File: config.mk
export PLATFORM = sky130hd
export DESIGN_NAME = multiply_accumulate_shift_unit
export DESIGN_NICKNAME = d
export VERILOG_FILES = /design/src/macs_pkg.sv /design/src/multiply_accumulate_shift_unit.sv /design/src/mac_multiplier.sv /design/src/mac_double_shifter.sv
export SDC_FILE = /design/constraint.sdc
export NUM_CORES = 2
export LEC_CHECK = 0
export BUFFER_PORTS_ARGS = -buffer_cell sky130_fd_sc_hd__buf_2
export CELL_PAD_IN_SITES_DETAIL_PLACEMENT = 0
export CELL_PAD_IN_SITES_GLOBAL_PLACEMENT = 1
export CORE_UTILIZATION = 45
export CTS_BUF_LIST = sky130_fd_sc_hd__clkbuf_8 sky130_fd_sc_hd__clkbuf_16
export CTS_CLUSTER_SIZE = 28
export DETAILED_ROUTE_END_ITERATION = 7
export MAX_ROUTING_LAYER = met4
export PLACE_DENSITY_LB_ADDON = 0.15
export SLEW_MARGIN = 40
export SYNTH_ARGS = -nofsm -noshare
export SYNTH_HDL_FRONTEND = slang
export SYNTH_SLANG_ARGS = --single-unit
File: constraint.sdc
create_clock -name i_clk_sys -period 14.3 [get_ports i_clk_sys]
set_input_delay 1.43 -clock i_clk_sys [delete_from_list [all_inputs] [get_ports i_clk_sys]]
set_output_delay 1.43 -clock i_clk_sys [all_outputs]
set_load 0.01 [all_outputs]
File: src/macs_pkg.sv
package macs_pkg;

    localparam int DATA_W  = 16;
    localparam int PROD_W  = 32;
    localparam int ACC_W   = 48;
    localparam int SHAMT_W = 5;

    // Field positions inside the 48-bit accumulator
    localparam int EXT_LSB  = 32;
    localparam int HIGH_LSB = 16;
    localparam int LOW_LSB  = 0;

    // Reset values and zero-test result words
    localparam logic [15:0] ACC_RESET   = 16'h0000;
    localparam logic [15:0] INDEX_RESET = 16'h0000;
    localparam logic [15:0] TRUE_WORD   = 16'hffff;
    localparam logic [15:0] FALSE_WORD  = 16'h0000;

    // Every operation of this unit completes in one cycle
    localparam int OP_CYCLES = 1;

    typedef enum logic [3:0] {
        nop_op,
        unsigned_multiply_op,
        signed_multiply_op,
        read_product_high_op,
        read_product_low_op,
        write_product_high_op,
        write_product_low_op,
        double_left_shift_op,
        double_right_arith_op,
        double_right_logic_op,
        zero_accumulator_op,
        index_increment_op,
        index_decrement_op,
        zero_test_op
    } mac_op_e;

    typedef enum logic [1:0] {
        stack_hold,
        stack_push_keep,
        stack_pop,
        stack_replace_head
    } stack_move_e;

endpackage

File: src/multiply_accumulate_shift_unit.sv
// Behaviour
// - Unsigned multiply puts the 32-bit product of head and second into product high:low, stack unchanged, interrupts blocked, one cycle.
// - Signed multiply does the same with both operands signed.
// - Reading product high loads it into head, old head into second, old second dropped, interrupts blocked one cycle.
// - Reading product low loads it into head, old head into second, old second dropped, interrupts blocked one cycle.
// - Increment adds one to the index register with wrap from ffff to 0000, stack unchanged.
// - Decrement subtracts one from the index register with wrap from 0000 to ffff, stack unchanged.
// - Zero test makes head ffff when it was zero and 0000 otherwise.
// - Clearing the accumulator zeroes extension, product high and low in one cycle, stack untouched.
// - Double left shift moves head:second left by the low 5 bits of extension into product high:low.
// - Double right arithmetic shift does the same rightward with sign fill.
// - Double right logical shift does the same rightward with zero fill.
// - Writing product high copies head into it, second into head, and pops stack memory into second.
// - Writing product low copies head into it, second into head, and pops stack memory into second.
// - Extension, product high and low form one 48-bit accumulator, extension most significant.
`timescale 1ns/1ns
module multiply_accumulate_shift_unit
    import macs_pkg::*;
#(
    parameter int WIDTH = macs_pkg::DATA_W
) (
    input  wire logic                     i_clk_sys,
    input  wire logic                     i_rst,
    input  wire logic                     i_op_valid,
    input  wire macs_pkg::mac_op_e        i_op,
    input  wire logic [WIDTH-1:0]         i_head,
    input  wire logic [WIDTH-1:0]         i_second,
    input  wire logic [WIDTH-1:0]         i_stack_mem,
    input  wire logic                     i_ext_load,
    input  wire logic [WIDTH-1:0]         i_ext_data,
    output logic      [WIDTH-1:0]         o_head,
    output logic      [WIDTH-1:0]         o_second,
    output logic                          o_head_we,
    output logic                          o_second_we,
    output logic                          o_stack_pop,
    output logic                          o_irq_block,
    output logic      [WIDTH-1:0]         o_index,
    output logic      [WIDTH-1:0]         o_extension,
    output logic      [WIDTH-1:0]         o_product_high,
    output logic      [WIDTH-1:0]         o_product_low
);
    import macs_pkg::*;

    logic [3*WIDTH-1:0] acc_r;
    logic [3*WIDTH-1:0] acc_nxt;

    logic [WIDTH-1:0]   index_r;
    logic [WIDTH-1:0]   index_nxt;

    logic [WIDTH-1:0]   head_r;
    logic [WIDTH-1:0]   head_nxt;
    logic [WIDTH-1:0]   second_r;
    logic [WIDTH-1:0]   second_nxt;

    logic               head_we_r;
    logic               head_we_nxt;
    logic               second_we_r;
    logic               second_we_nxt;
    logic               pop_r;
    logic               pop_nxt;
    logic               irq_block_r;
    logic               irq_block_nxt;

    logic [WIDTH-1:0]   ext_w;
    logic [WIDTH-1:0]   high_w;
    logic [WIDTH-1:0]   low_w;
    logic [2*WIDTH-1:0] product_w;
    logic [2*WIDTH-1:0] shifted_w;
    logic [2*WIDTH-1:0] pair_w;
    logic               op_signed;
    logic               op_left;
    logic               op_arith;

    // One accumulator, viewed as three words
    assign ext_w  = acc_r[EXT_LSB  +: WIDTH];
    assign high_w = acc_r[HIGH_LSB +: WIDTH];
    assign low_w  = acc_r[LOW_LSB  +: WIDTH];
    // Head is the high word of the double-word operand
    assign pair_w = {i_head, i_second};

    // Steering for the two helpers, decoded once
    always_comb begin
        op_signed = 1'b0;
        op_left   = 1'b0;
        op_arith  = 1'b0;
        case (i_op)
            signed_multiply_op: begin
                op_signed = 1'b1;
            end
            double_left_shift_op: begin
                op_left = 1'b1;
            end
            double_right_arith_op: begin
                op_arith = 1'b1;
            end
            default: begin
            end
        endcase
    end

    mac_multiplier #(
        .W(WIDTH)
    ) u_mult (
        .i_head    (i_head),
        .i_second  (i_second),
        .i_signed  (op_signed),
        .o_product (product_w)
    );

    // Count is only the low five bits; upper extension bits are ignored
    mac_double_shifter #(
        .W  (2*WIDTH),
        .SW (SHAMT_W)
    ) u_shift (
        .i_value  (pair_w),
        .i_amount (ext_w[SHAMT_W-1:0]),
        .i_left   (op_left),
        .i_arith  (op_arith),
        .o_result (shifted_w)
    );

    // Accumulator: stores, products, shifts and clear
    always_comb begin
        acc_nxt = acc_r;
        // Multiply and shift leave the extension word alone
        if (i_ext_load) begin
            acc_nxt[EXT_LSB +: WIDTH] = i_ext_data;
        end
        if (i_op_valid) begin
            case (i_op)
                unsigned_multiply_op: begin
                    acc_nxt[0 +: 2*WIDTH] = product_w;
                end
                signed_multiply_op: begin
                    acc_nxt[0 +: 2*WIDTH] = product_w;
                end
                // A store rewrites one word; the other two hold
                write_product_high_op: begin
                    acc_nxt[HIGH_LSB +: WIDTH] = i_head;
                end
                write_product_low_op: begin
                    acc_nxt[LOW_LSB +: WIDTH] = i_head;
                end
                double_left_shift_op: begin
                    acc_nxt[0 +: 2*WIDTH] = shifted_w;
                end
                double_right_arith_op: begin
                    acc_nxt[0 +: 2*WIDTH] = shifted_w;
                end
                double_right_logic_op: begin
                    acc_nxt[0 +: 2*WIDTH] = shifted_w;
                end
                // Clear wins over an extension store in the same cycle
                zero_accumulator_op: begin
                    acc_nxt = {ACC_RESET, ACC_RESET, ACC_RESET};
                end
                default: begin
                end
            endcase
        end
    end

    // Results land on the edge that takes the op
    always_ff @(posedge i_clk_sys) begin
        if (i_rst) begin
            acc_r <= {ACC_RESET, ACC_RESET, ACC_RESET};
        end else begin
            acc_r <= acc_nxt;
        end
    end

    // Plain modular arithmetic gives both wraps for free
    always_comb begin
        index_nxt = index_r;
        if (i_op_valid) begin
            case (i_op)
                index_increment_op: begin
                    index_nxt = index_r + WIDTH'(1);
                end
                index_decrement_op: begin
                    index_nxt = index_r - WIDTH'(1);
                end
                default: begin
                end
            endcase
        end
    end

    always_ff @(posedge i_clk_sys) begin
        if (i_rst) begin
            index_r <= INDEX_RESET;
        end else begin
            index_r <= index_nxt;
        end
    end

    // Idle cycles echo the operands; the strobes say when to load
    always_comb begin
        head_nxt   = i_head;
        second_nxt = i_second;
        if (i_op_valid) begin
            case (i_op)
                // Old second is not forwarded: it is lost, never pushed
                read_product_high_op: begin
                    head_nxt   = high_w;
                    second_nxt = i_head;
                end
                read_product_low_op: begin
                    head_nxt   = low_w;
                    second_nxt = i_head;
                end
                write_product_high_op: begin
                    head_nxt   = i_second;
                    second_nxt = i_stack_mem;
                end
                write_product_low_op: begin
                    head_nxt   = i_second;
                    second_nxt = i_stack_mem;
                end
                zero_test_op: begin
                    head_nxt = |i_head ? FALSE_WORD : TRUE_WORD;
                end
                default: begin
                end
            endcase
        end
    end

    always_ff @(posedge i_clk_sys) begin
        if (i_rst) begin
            head_r   <= '0;
            second_r <= '0;
        end else begin
            head_r   <= head_nxt;
            second_r <= second_nxt;
        end
    end

    // Strobes to the core; each stands for exactly one cycle
    always_comb begin
        head_we_nxt   = 1'b0;
        second_we_nxt = 1'b0;
        pop_nxt       = 1'b0;
        irq_block_nxt = 1'b0;
        if (i_op_valid) begin
            case (i_op)
                unsigned_multiply_op: begin
                    irq_block_nxt = 1'b1;
                end
                signed_multiply_op: begin
                    irq_block_nxt = 1'b1;
                end
                read_product_high_op: begin
                    head_we_nxt   = 1'b1;
                    second_we_nxt = 1'b1;
                    irq_block_nxt = 1'b1;
                end
                read_product_low_op: begin
                    head_we_nxt   = 1'b1;
                    second_we_nxt = 1'b1;
                    irq_block_nxt = 1'b1;
                end
                write_product_high_op: begin
                    head_we_nxt   = 1'b1;
                    second_we_nxt = 1'b1;
                    pop_nxt       = 1'b1;
                end
                write_product_low_op: begin
                    head_we_nxt   = 1'b1;
                    second_we_nxt = 1'b1;
                    pop_nxt       = 1'b1;
                end
                zero_test_op: begin
                    head_we_nxt = 1'b1;
                end
                default: begin
                end
            endcase
        end
    end

    always_ff @(posedge i_clk_sys) begin
        if (i_rst) begin
            head_we_r   <= 1'b0;
            second_we_r <= 1'b0;
            pop_r       <= 1'b0;
            irq_block_r <= 1'b0;
        end else begin
            head_we_r   <= head_we_nxt;
            second_we_r <= second_we_nxt;
            pop_r       <= pop_nxt;
            irq_block_r <= irq_block_nxt;
        end
    end

    assign o_head         = head_r;
    assign o_second       = second_r;
    assign o_head_we      = head_we_r;
    assign o_second_we    = second_we_r;
    assign o_stack_pop    = pop_r;
    assign o_irq_block    = irq_block_r;
    assign o_index        = index_r;
    assign o_extension    = ext_w;
    assign o_product_high = high_w;
    assign o_product_low  = low_w;
endmodule

File: src/mac_multiplier.sv
`timescale 1ns/1ns
module mac_multiplier #(
    parameter int W = 16
) (
    input  wire logic [W-1:0]   i_head,
    input  wire logic [W-1:0]   i_second,
    input  wire logic           i_signed,
    output logic      [2*W-1:0] o_product
);
    logic [2*W-1:0] prod_u;
    logic [2*W-1:0] prod_s;

    always_comb begin
        prod_u    = {{W{1'b0}}, i_head} * {{W{1'b0}}, i_second};
        // Sign-extend first: the low 2W bits of the product are then exact
        prod_s    = {{W{i_head[W-1]}}, i_head} * {{W{i_second[W-1]}}, i_second};
        o_product = i_signed ? prod_s : prod_u;
    end
endmodule

File: src/mac_double_shifter.sv
`timescale 1ns/1ns
module mac_double_shifter #(
    parameter int W  = 32,
    parameter int SW = 5
) (
    input  wire logic [W-1:0]  i_value,
    input  wire logic [SW-1:0] i_amount,
    input  wire logic          i_left,
    input  wire logic          i_arith,
    output logic      [W-1:0]  o_result
);
    always_comb begin
        if (i_left) begin
            o_result = i_value << i_amount;
        end else if (i_arith) begin
            o_result = W'($signed(i_value) >>> i_amount);
        end else begin
            o_result = i_value >> i_amount;
        end
    end
endmodule

Word-level counts from Yosys, hierarchy flattened:

Cells that the tools add are included.

* flip-flop bits (word level): 100
* input bits: 72
* output and inout bits: 100
* logic and storage cells: 67

* $add $sub $neg: 2
* $mul: 2
* equal/unequal tests: 13
* shifts and indexed selects: 3
* muxes and demuxes: 21
* bitwise logic cells: 1
* reductions and logical operators: 15

Operators by type and width (number)
* case mux 16 bit (4 select lines): 3
* 2-to-1 mux 32 bit: 3
* 2-to-1 mux 16 bit: 5
* multiplier 16 x 16 -> 32 bit: 2
* case mux 16 bit (2 select lines): 2
* 2-to-1 mux 48 bit: 1
* left shift 32 x 5 -> 32 bit: 1
* right shift 32 x 5 -> 32 bit: 1
* >>> shifter 32 x 5 -> 32 bit: 1
* == test 4 bit, second input constant: 6
* adder 16 x 1 -> 16 bit, second input constant: 1
* == test 4 x 3 -> 1 bit, second input constant: 4
* OR reduction 16 bit: 1
* subtractor 16 x 1 -> 16 bit, second input constant: 1
* == test 4 x 2 -> 1 bit, second input constant: 2
* nonzero test 4 bit: 2
* OR reduction 2 bit: 4
* OR reduction 4 bit: 2
* 2-to-1 mux 1 bit: 7
* AND reduction 2 bit: 3
* OR reduction 5 bit: 1
* == test 4 x 1 -> 1 bit, second input constant: 1
* OR reduction 3 bit: 1
* nonzero test 2 bit: 1
* NOT 1 bit: 1

Logic depth before layout (Yosys ltp):

* depth in word-level cells: 6
* gate-level depth with buffers: 27
* mapped depth without buffers: 24

Modules after synthesis:

A second synthesis with hierarchy kept.

* cells, all modules: 2716
* area total of the unflattened synthesis: 23482.5 µm²

By module, submodules not included
* mac_multiplier: instances 1, cells each 1660, area an instance 14772.9 µm², seq. area each 0.0 µm²
* multiply_accumulate_shift_unit: instances 1, cells each 536, area an instance 4798.4 µm², seq. area each 2001.9 µm²
* mac_double_shifter: instances 1, cells each 520, area an instance 3911.3 µm², seq. area each 0.0 µm²

Least setup slack after synthesis:

No wires, ideal clock.

* path type: input to register
* start point: in i_head[11]
* end point: reg acc_r[26]
* setup time: 0.131 ns
* arrival: 7.679 ns
* data required time: 14.169 ns
* path slack: 6.491 ns
* stages: 25
* path buffers: 3
* cell sequence: clkbuf_1 > clkbuf_1 > clkbuf_1 > nand2_1 > fa_1 > fa_1 > inv_1 > fa_1 > inv_1 > fa_1 > inv_1 > fa_1 > inv_1 > fa_1 > inv_1 > ha_1 > a21oi_1 > nand2_1 > a221o_1 > o211ai_1 > a21o_1 > a21oi_1 > or4_1 > a31oi_1 > nor4_2

* word-level cells in the longest chain between the ends: 4
* elaborated cells between the ends (all ways): 9
* classes of those cells: 2 x mul; 3 x shift; 4 x mux

Ends and longest elaborated chain
* start, declared: line multiply_accumulate_shift_unit.sv:26 `input wire logic [WIDTH-1:0] i_head,`
* parallel branches: the longest is 3 deep, another holds multiplier 16 x 16 -> 32 bit
* case mux 16 bit (4 select lines) *: line multiply_accumulate_shift_unit.sv:130 `case (i_op)`
* end signal, assigned: line multiply_accumulate_shift_unit.sv:166 `acc_r <= {ACC_RESET, ACC_RESET, ACC_RESET};`
* end signal, assigned: line multiply_accumulate_shift_unit.sv:168 `acc_r <= acc_nxt;`
* end, declared: line multiply_accumulate_shift_unit.sv:44 `logic [3*WIDTH-1:0] acc_r;`

Mark *: on every way between the ends.
A chain may end at the register's enable or synchronous reset.

Worst setup path after layout:

* start point: in i_second[2]
* end point: reg acc_r[23]

* word-level cells in the longest chain between the ends: 4
* elaborated cells between the ends (all ways): 9
* classes of those cells: 2 x mul; 3 x shift; 4 x mux

Ends and longest elaborated chain
* start, declared: line multiply_accumulate_shift_unit.sv:27 `input wire logic [WIDTH-1:0] i_second,`
* parallel branches: the longest is 3 deep, another holds multiplier 16 x 16 -> 32 bit
* case mux 16 bit (4 select lines) *: line multiply_accumulate_shift_unit.sv:130

Marked as above.

==> results.md <==
Global route:
- The peak-usage layer in the global routing report is met2.
- The wire length of the first global-routing pass is 132 mm.
- For this run the aggregate overflow at the end of global routing stands at 0.
- The number of antenna violations at the first check in global routing is 4.
- The number of global-route vias before repair is 21200.
- Entering global routing, the biggest net connects 77 pins.
- In the global route stage, overall resource usage came out at 0.343.
- For met3 alone, demand over resource in global routing was 0.0441.
- In the global route stage, met2 resource usage came out at 0.542.
- For this run, global-route usage on met1 was measured as 0.458.

Floorplan:
- The floorplan die area is 53000 um^2.
- The floorplan die height is 230 um.
- The I/O pin count is 172.
- The x dimension of the die is 230 um.
- The effective utilization at floorplan is 0.456.
- The core region is 51400 um^2.
- The floorplan has 83 rows.

Run:
- The tool flagged a number of max-cap violations equal to 0.

Route:
- The routed length per placed instance is 25.1 um.
- For this block, the via count after detailed routing is 20900.
- Wires add up to 87.7 mm.
- Using the TritonRoute via totals, the vias-per-cell ratio works out to 5.99.
- The first TritonRoute pass finished after 8 iterations.
- The remaining antenna violation count is 0.
- After the first detailed-routing iteration, the DRC count stood at 2285.
- The remaining routing DRC violations is 0.

CTS:
- The maximum buffer depth of the clock tree is 2.
- The number of hold-repair buffers added at the cts stage is 0.
- Clock latency on the worst-skew pair, taken at its later pin, is 0.37 ns.
- After clock tree synthesis, the clock-pin slew on the worst setup and hold paths is 0.08 ns.
- Gates resized during post-CTS repair numbered 0.
- The tree is rooted in a sky130_fd_sc_hd__clkbuf_16.
- TritonCTS built the clock tree.
- Clock tree synthesis inserted a total of 9 buffers.
- The number of clock sinks is 100.
- After clock tree synthesis, the setup repair step added 0 buffers.
- The number of H-tree levels is 3.

Worst setup path:
- Data on the critical path is required at its endpoint by 14.52 ns.
- The worst-case reg-to-reg path depth is 10.
- The worst flop-to-flop path endpoint is acc_r[25].
- The setup slack of the most critical reg-to-reg path is 10.68 ns.
- The category of the worst setup path capture point is a flop.
- For the worst setup path, the data arrival time is 8.58 ns.
- Of all nets on the critical path, the largest fanout is 23.
- The startpoint of the lowest-slack register-to-register path is acc_r[32].
- The worst setup path is launched from an input port.
- The critical path in this run is classified as in -> reg.

Final layout:
- Leaving out fill and tap cells, the most frequent cells in the layout are sky130_fd_sc_hd__inv_1, sky130_fd_sc_hd__fa_1, sky130_fd_sc_hd__nand2_1, sky130_fd_sc_hd__nor2_1, sky130_fd_sc_hd__buf_2.
- The area of combinational cells with multiple inputs is 18800 um^2.
- The number of antenna cells inserted is 0.
- Leaving out fill and tap cells, the most frequent cell in the layout is sky130_fd_sc_hd__inv_1.
- In the final design database the tool counted 3419 nets.
- The layout has 5105 filler cells.
- From synthesis to final layout, the design area changed by 7.41%.
- The area taken by flip-flops and latches is 2010 um^2.
- The fraction of final layout cells sized beyond drive strength 1 is 0.118.

Min path:
- The worst hold path startpoint is o_index[3].
- The worst hold-check path type is reg -> reg.
- For hold timing, the worst endpoint is o_index[3].
- The cell count of the worst hold path is 2.

Timing:
- Setup repair after global routing left no endpoint under its margin.
- The slew at the pin with the worst max-slew slack is 0.860 ns.
- The post-route clock skew is 0.0150 ns.
- Static timing analysis puts the maximum clock frequency at 120 MHz.
- The worst max-slew margin expressed relative to the limit is 0.420.
- After routing, the total negative slack on setup checks comes to 0 ns.
- The clock period could shrink to 8.36 ns.
- Setup violations remaining at the end of the flow were counted as 0.
- The final count of hold timing violations is 0.
- The max-slew violation count came to 0.
- The ratio of final minimum period to clock period is 0.585.
- The final worst setup slack is 5.94 ns.

Logic synthesis:
- The most used flip-flop cell after synthesis is sky130_fd_sc_hd__dfxtp_1.
- The net count of the mapped netlist is 3370.
- The cell area after synthesis is 23400 um^2.
- Counting flops with an async set or reset pin after synthesis yields a share of 0.
- The number of synthesis warnings is 0.
- Synthesis instantiated 75 different standard cells from the library.
- The number of flops mapped to enable cells by yosys is 0.
- The average instance in the mapped netlist occupies 8.47 um^2.
- Synthesis produced 2765 cells.
- The register area share after synthesis is 0.0855.
- The flip-flop and latch count after synthesis is 100.
- Yosys attributes the largest share of cell area to sky130_fd_sc_hd__fa_1, sky130_fd_sc_hd__ha_1, sky130_fd_sc_hd__dfxtp_1.
- The top cell type by total area after synthesis is sky130_fd_sc_hd__fa_1.
- The share of synthesized area in the top cell type comes to 0.314.

Placement:
- The count of buffers added on input and output ports is 171.
- Routability-driven placement finished with a final weighted congestion of 0.944.
- Timing analysis after detailed placement gives a worst setup slack of 5.65 ns.
- The half-perimeter wire length after detailed placement is 63.8 mm.

Outcome:
- The run finished with clean final reports.
## worst max path at each step
stage | end | cells past startpoint | slack, ns | from
final | acc_r[23] | 19 | 5.94 | i_second[2]
after global placement | acc_r[23] | 19 | 5.61 | i_second[2]
after detailed placement | acc_r[23] | 19 | 5.65 | i_second[2]
after CTS | acc_r[23] | 19 | 5.99 | i_second[2]
after floorplan | acc_r[26] | 25 | 6.49 | i_head[11]
after global routing | acc_r[23] | 19 | 5.74 | i_second[2]
## state kept, by name (all words and copies together), names as in the netlist
name         count
acc_r           48
o_head          16
o_head_we        1
o_index         16
o_irq_block      1
o_second        16
o_second_we      1
o_stack_pop      1
## critical path, stage by stage
cell,delay [ns]
sky130_fd_sc_hd__buf_2,0.62
sky130_fd_sc_hd__nand2_1,0.20
sky130_fd_sc_hd__inv_1,0.16
sky130_fd_sc_hd__fa_1,0.58
sky130_fd_sc_hd__fa_1,0.96
sky130_fd_sc_hd__fa_1,0.55
sky130_fd_sc_hd__fa_1,0.51
sky130_fd_sc_hd__fa_1,0.49
sky130_fd_sc_hd__inv_1,0.05
sky130_fd_sc_hd__fa_1,0.47
sky130_fd_sc_hd__inv_1,0.04
sky130_fd_sc_hd__ha_1,0.42
sky130_fd_sc_hd__nand2_1,0.13
sky130_fd_sc_hd__a21oi_1,0.05
sky130_fd_sc_hd__a221oi_1,0.53
sky130_fd_sc_hd__o21ai_0,0.37
sky130_fd_sc_hd__xor2_1,0.23
sky130_fd_sc_hd__a221oi_1,0.64
sky130_fd_sc_hd__nor3_1,0.10
## cell type report
type,count,share of cell area
flip-flops and latches,100,0.0800
inverters,510,0.0761
clock inverters,7,0.00393
clock buffers,9,0.00895
repair buffers,219,0.0502
well taps,680,0.0338
multi-input cells,1974,0.747
## metrics by stage
| step | hold WS (ns) | std cells | utilization | instance area [um^2] |
|---|---|---|---|---|
| after floorplan | 0.492 | 2765 | - | 23400 |
| after CTS | 0.477 | 3499 | 0.489 | 25200 |
| after global routing | 0.503 | 3499 | 0.489 | 25200 |
| after detailed placement | 0.465 | 3483 | 0.483 | 24800 |
| after global placement | 0.459 | 3481 | 0.481 | 24700 |
| final | 0.474 | 3499 | 0.489 | 25200 |
## cells by family after synthesis
| group | share of synthesized area |
|---|---|
| and+or+nand+nor | 0.152 |
| buffers and inverters | 0.114 |
| adders and majority gates | 0.402 |
| AOI/OAI and AO/OA | 0.143 |
| muxes | 0.0813 |
| DFF | 0.0855 |
| xor gates and xnor gates | 0.0228 |
## Yosys cell counts (all sizes together) (5+ instances only)
| cell type | number |
|---|---|
| and3 | 16 |
| a211oi | 36 |
| nand3b | 10 |
| o21a | 8 |
| clkbuf | 150 |
| a211o | 5 |
| nor4 | 8 |
| a311oi | 12 |
| a222oi | 30 |
| nand2b | 28 |
| a221o | 6 |
| o211ai | 23 |
| a22oi | 11 |
| o21ai | 96 |
| a31oi | 15 |
| nand4 | 9 |
| a21boi | 5 |
| xor2 | 17 |
| mux4 | 49 |
| and2 | 113 |
| o31ai | 7 |
| mux2 | 15 |
| nand2 | 245 |
| nand3 | 34 |
| nor2 | 220 |
| or3 | 10 |
| mux2i | 63 |
| a21o | 35 |
| a21oi | 124 |
| ha | 166 |
| fa | 367 |
| nor2b | 5 |
| xnor2 | 44 |
| nor3 | 47 |
| or2 | 7 |
| buf | 31 |
| dfxtp | 100 |
| inv | 508 |
| o21bai | 8 |
| a31o | 5 |
| o22ai | 14 |
| a221oi | 24 |
## metal layers
metal  vias to the layer above  routed length [um]
met5                         -                   0
met4                         0                3230
met3                       173                7020
met2                      1077               40600
met1                     10500               36800
li1                       9150                   -
Power is not shown: default switching activity piles up to over one toggle a cycle in this logic, so the estimate is an artifact.
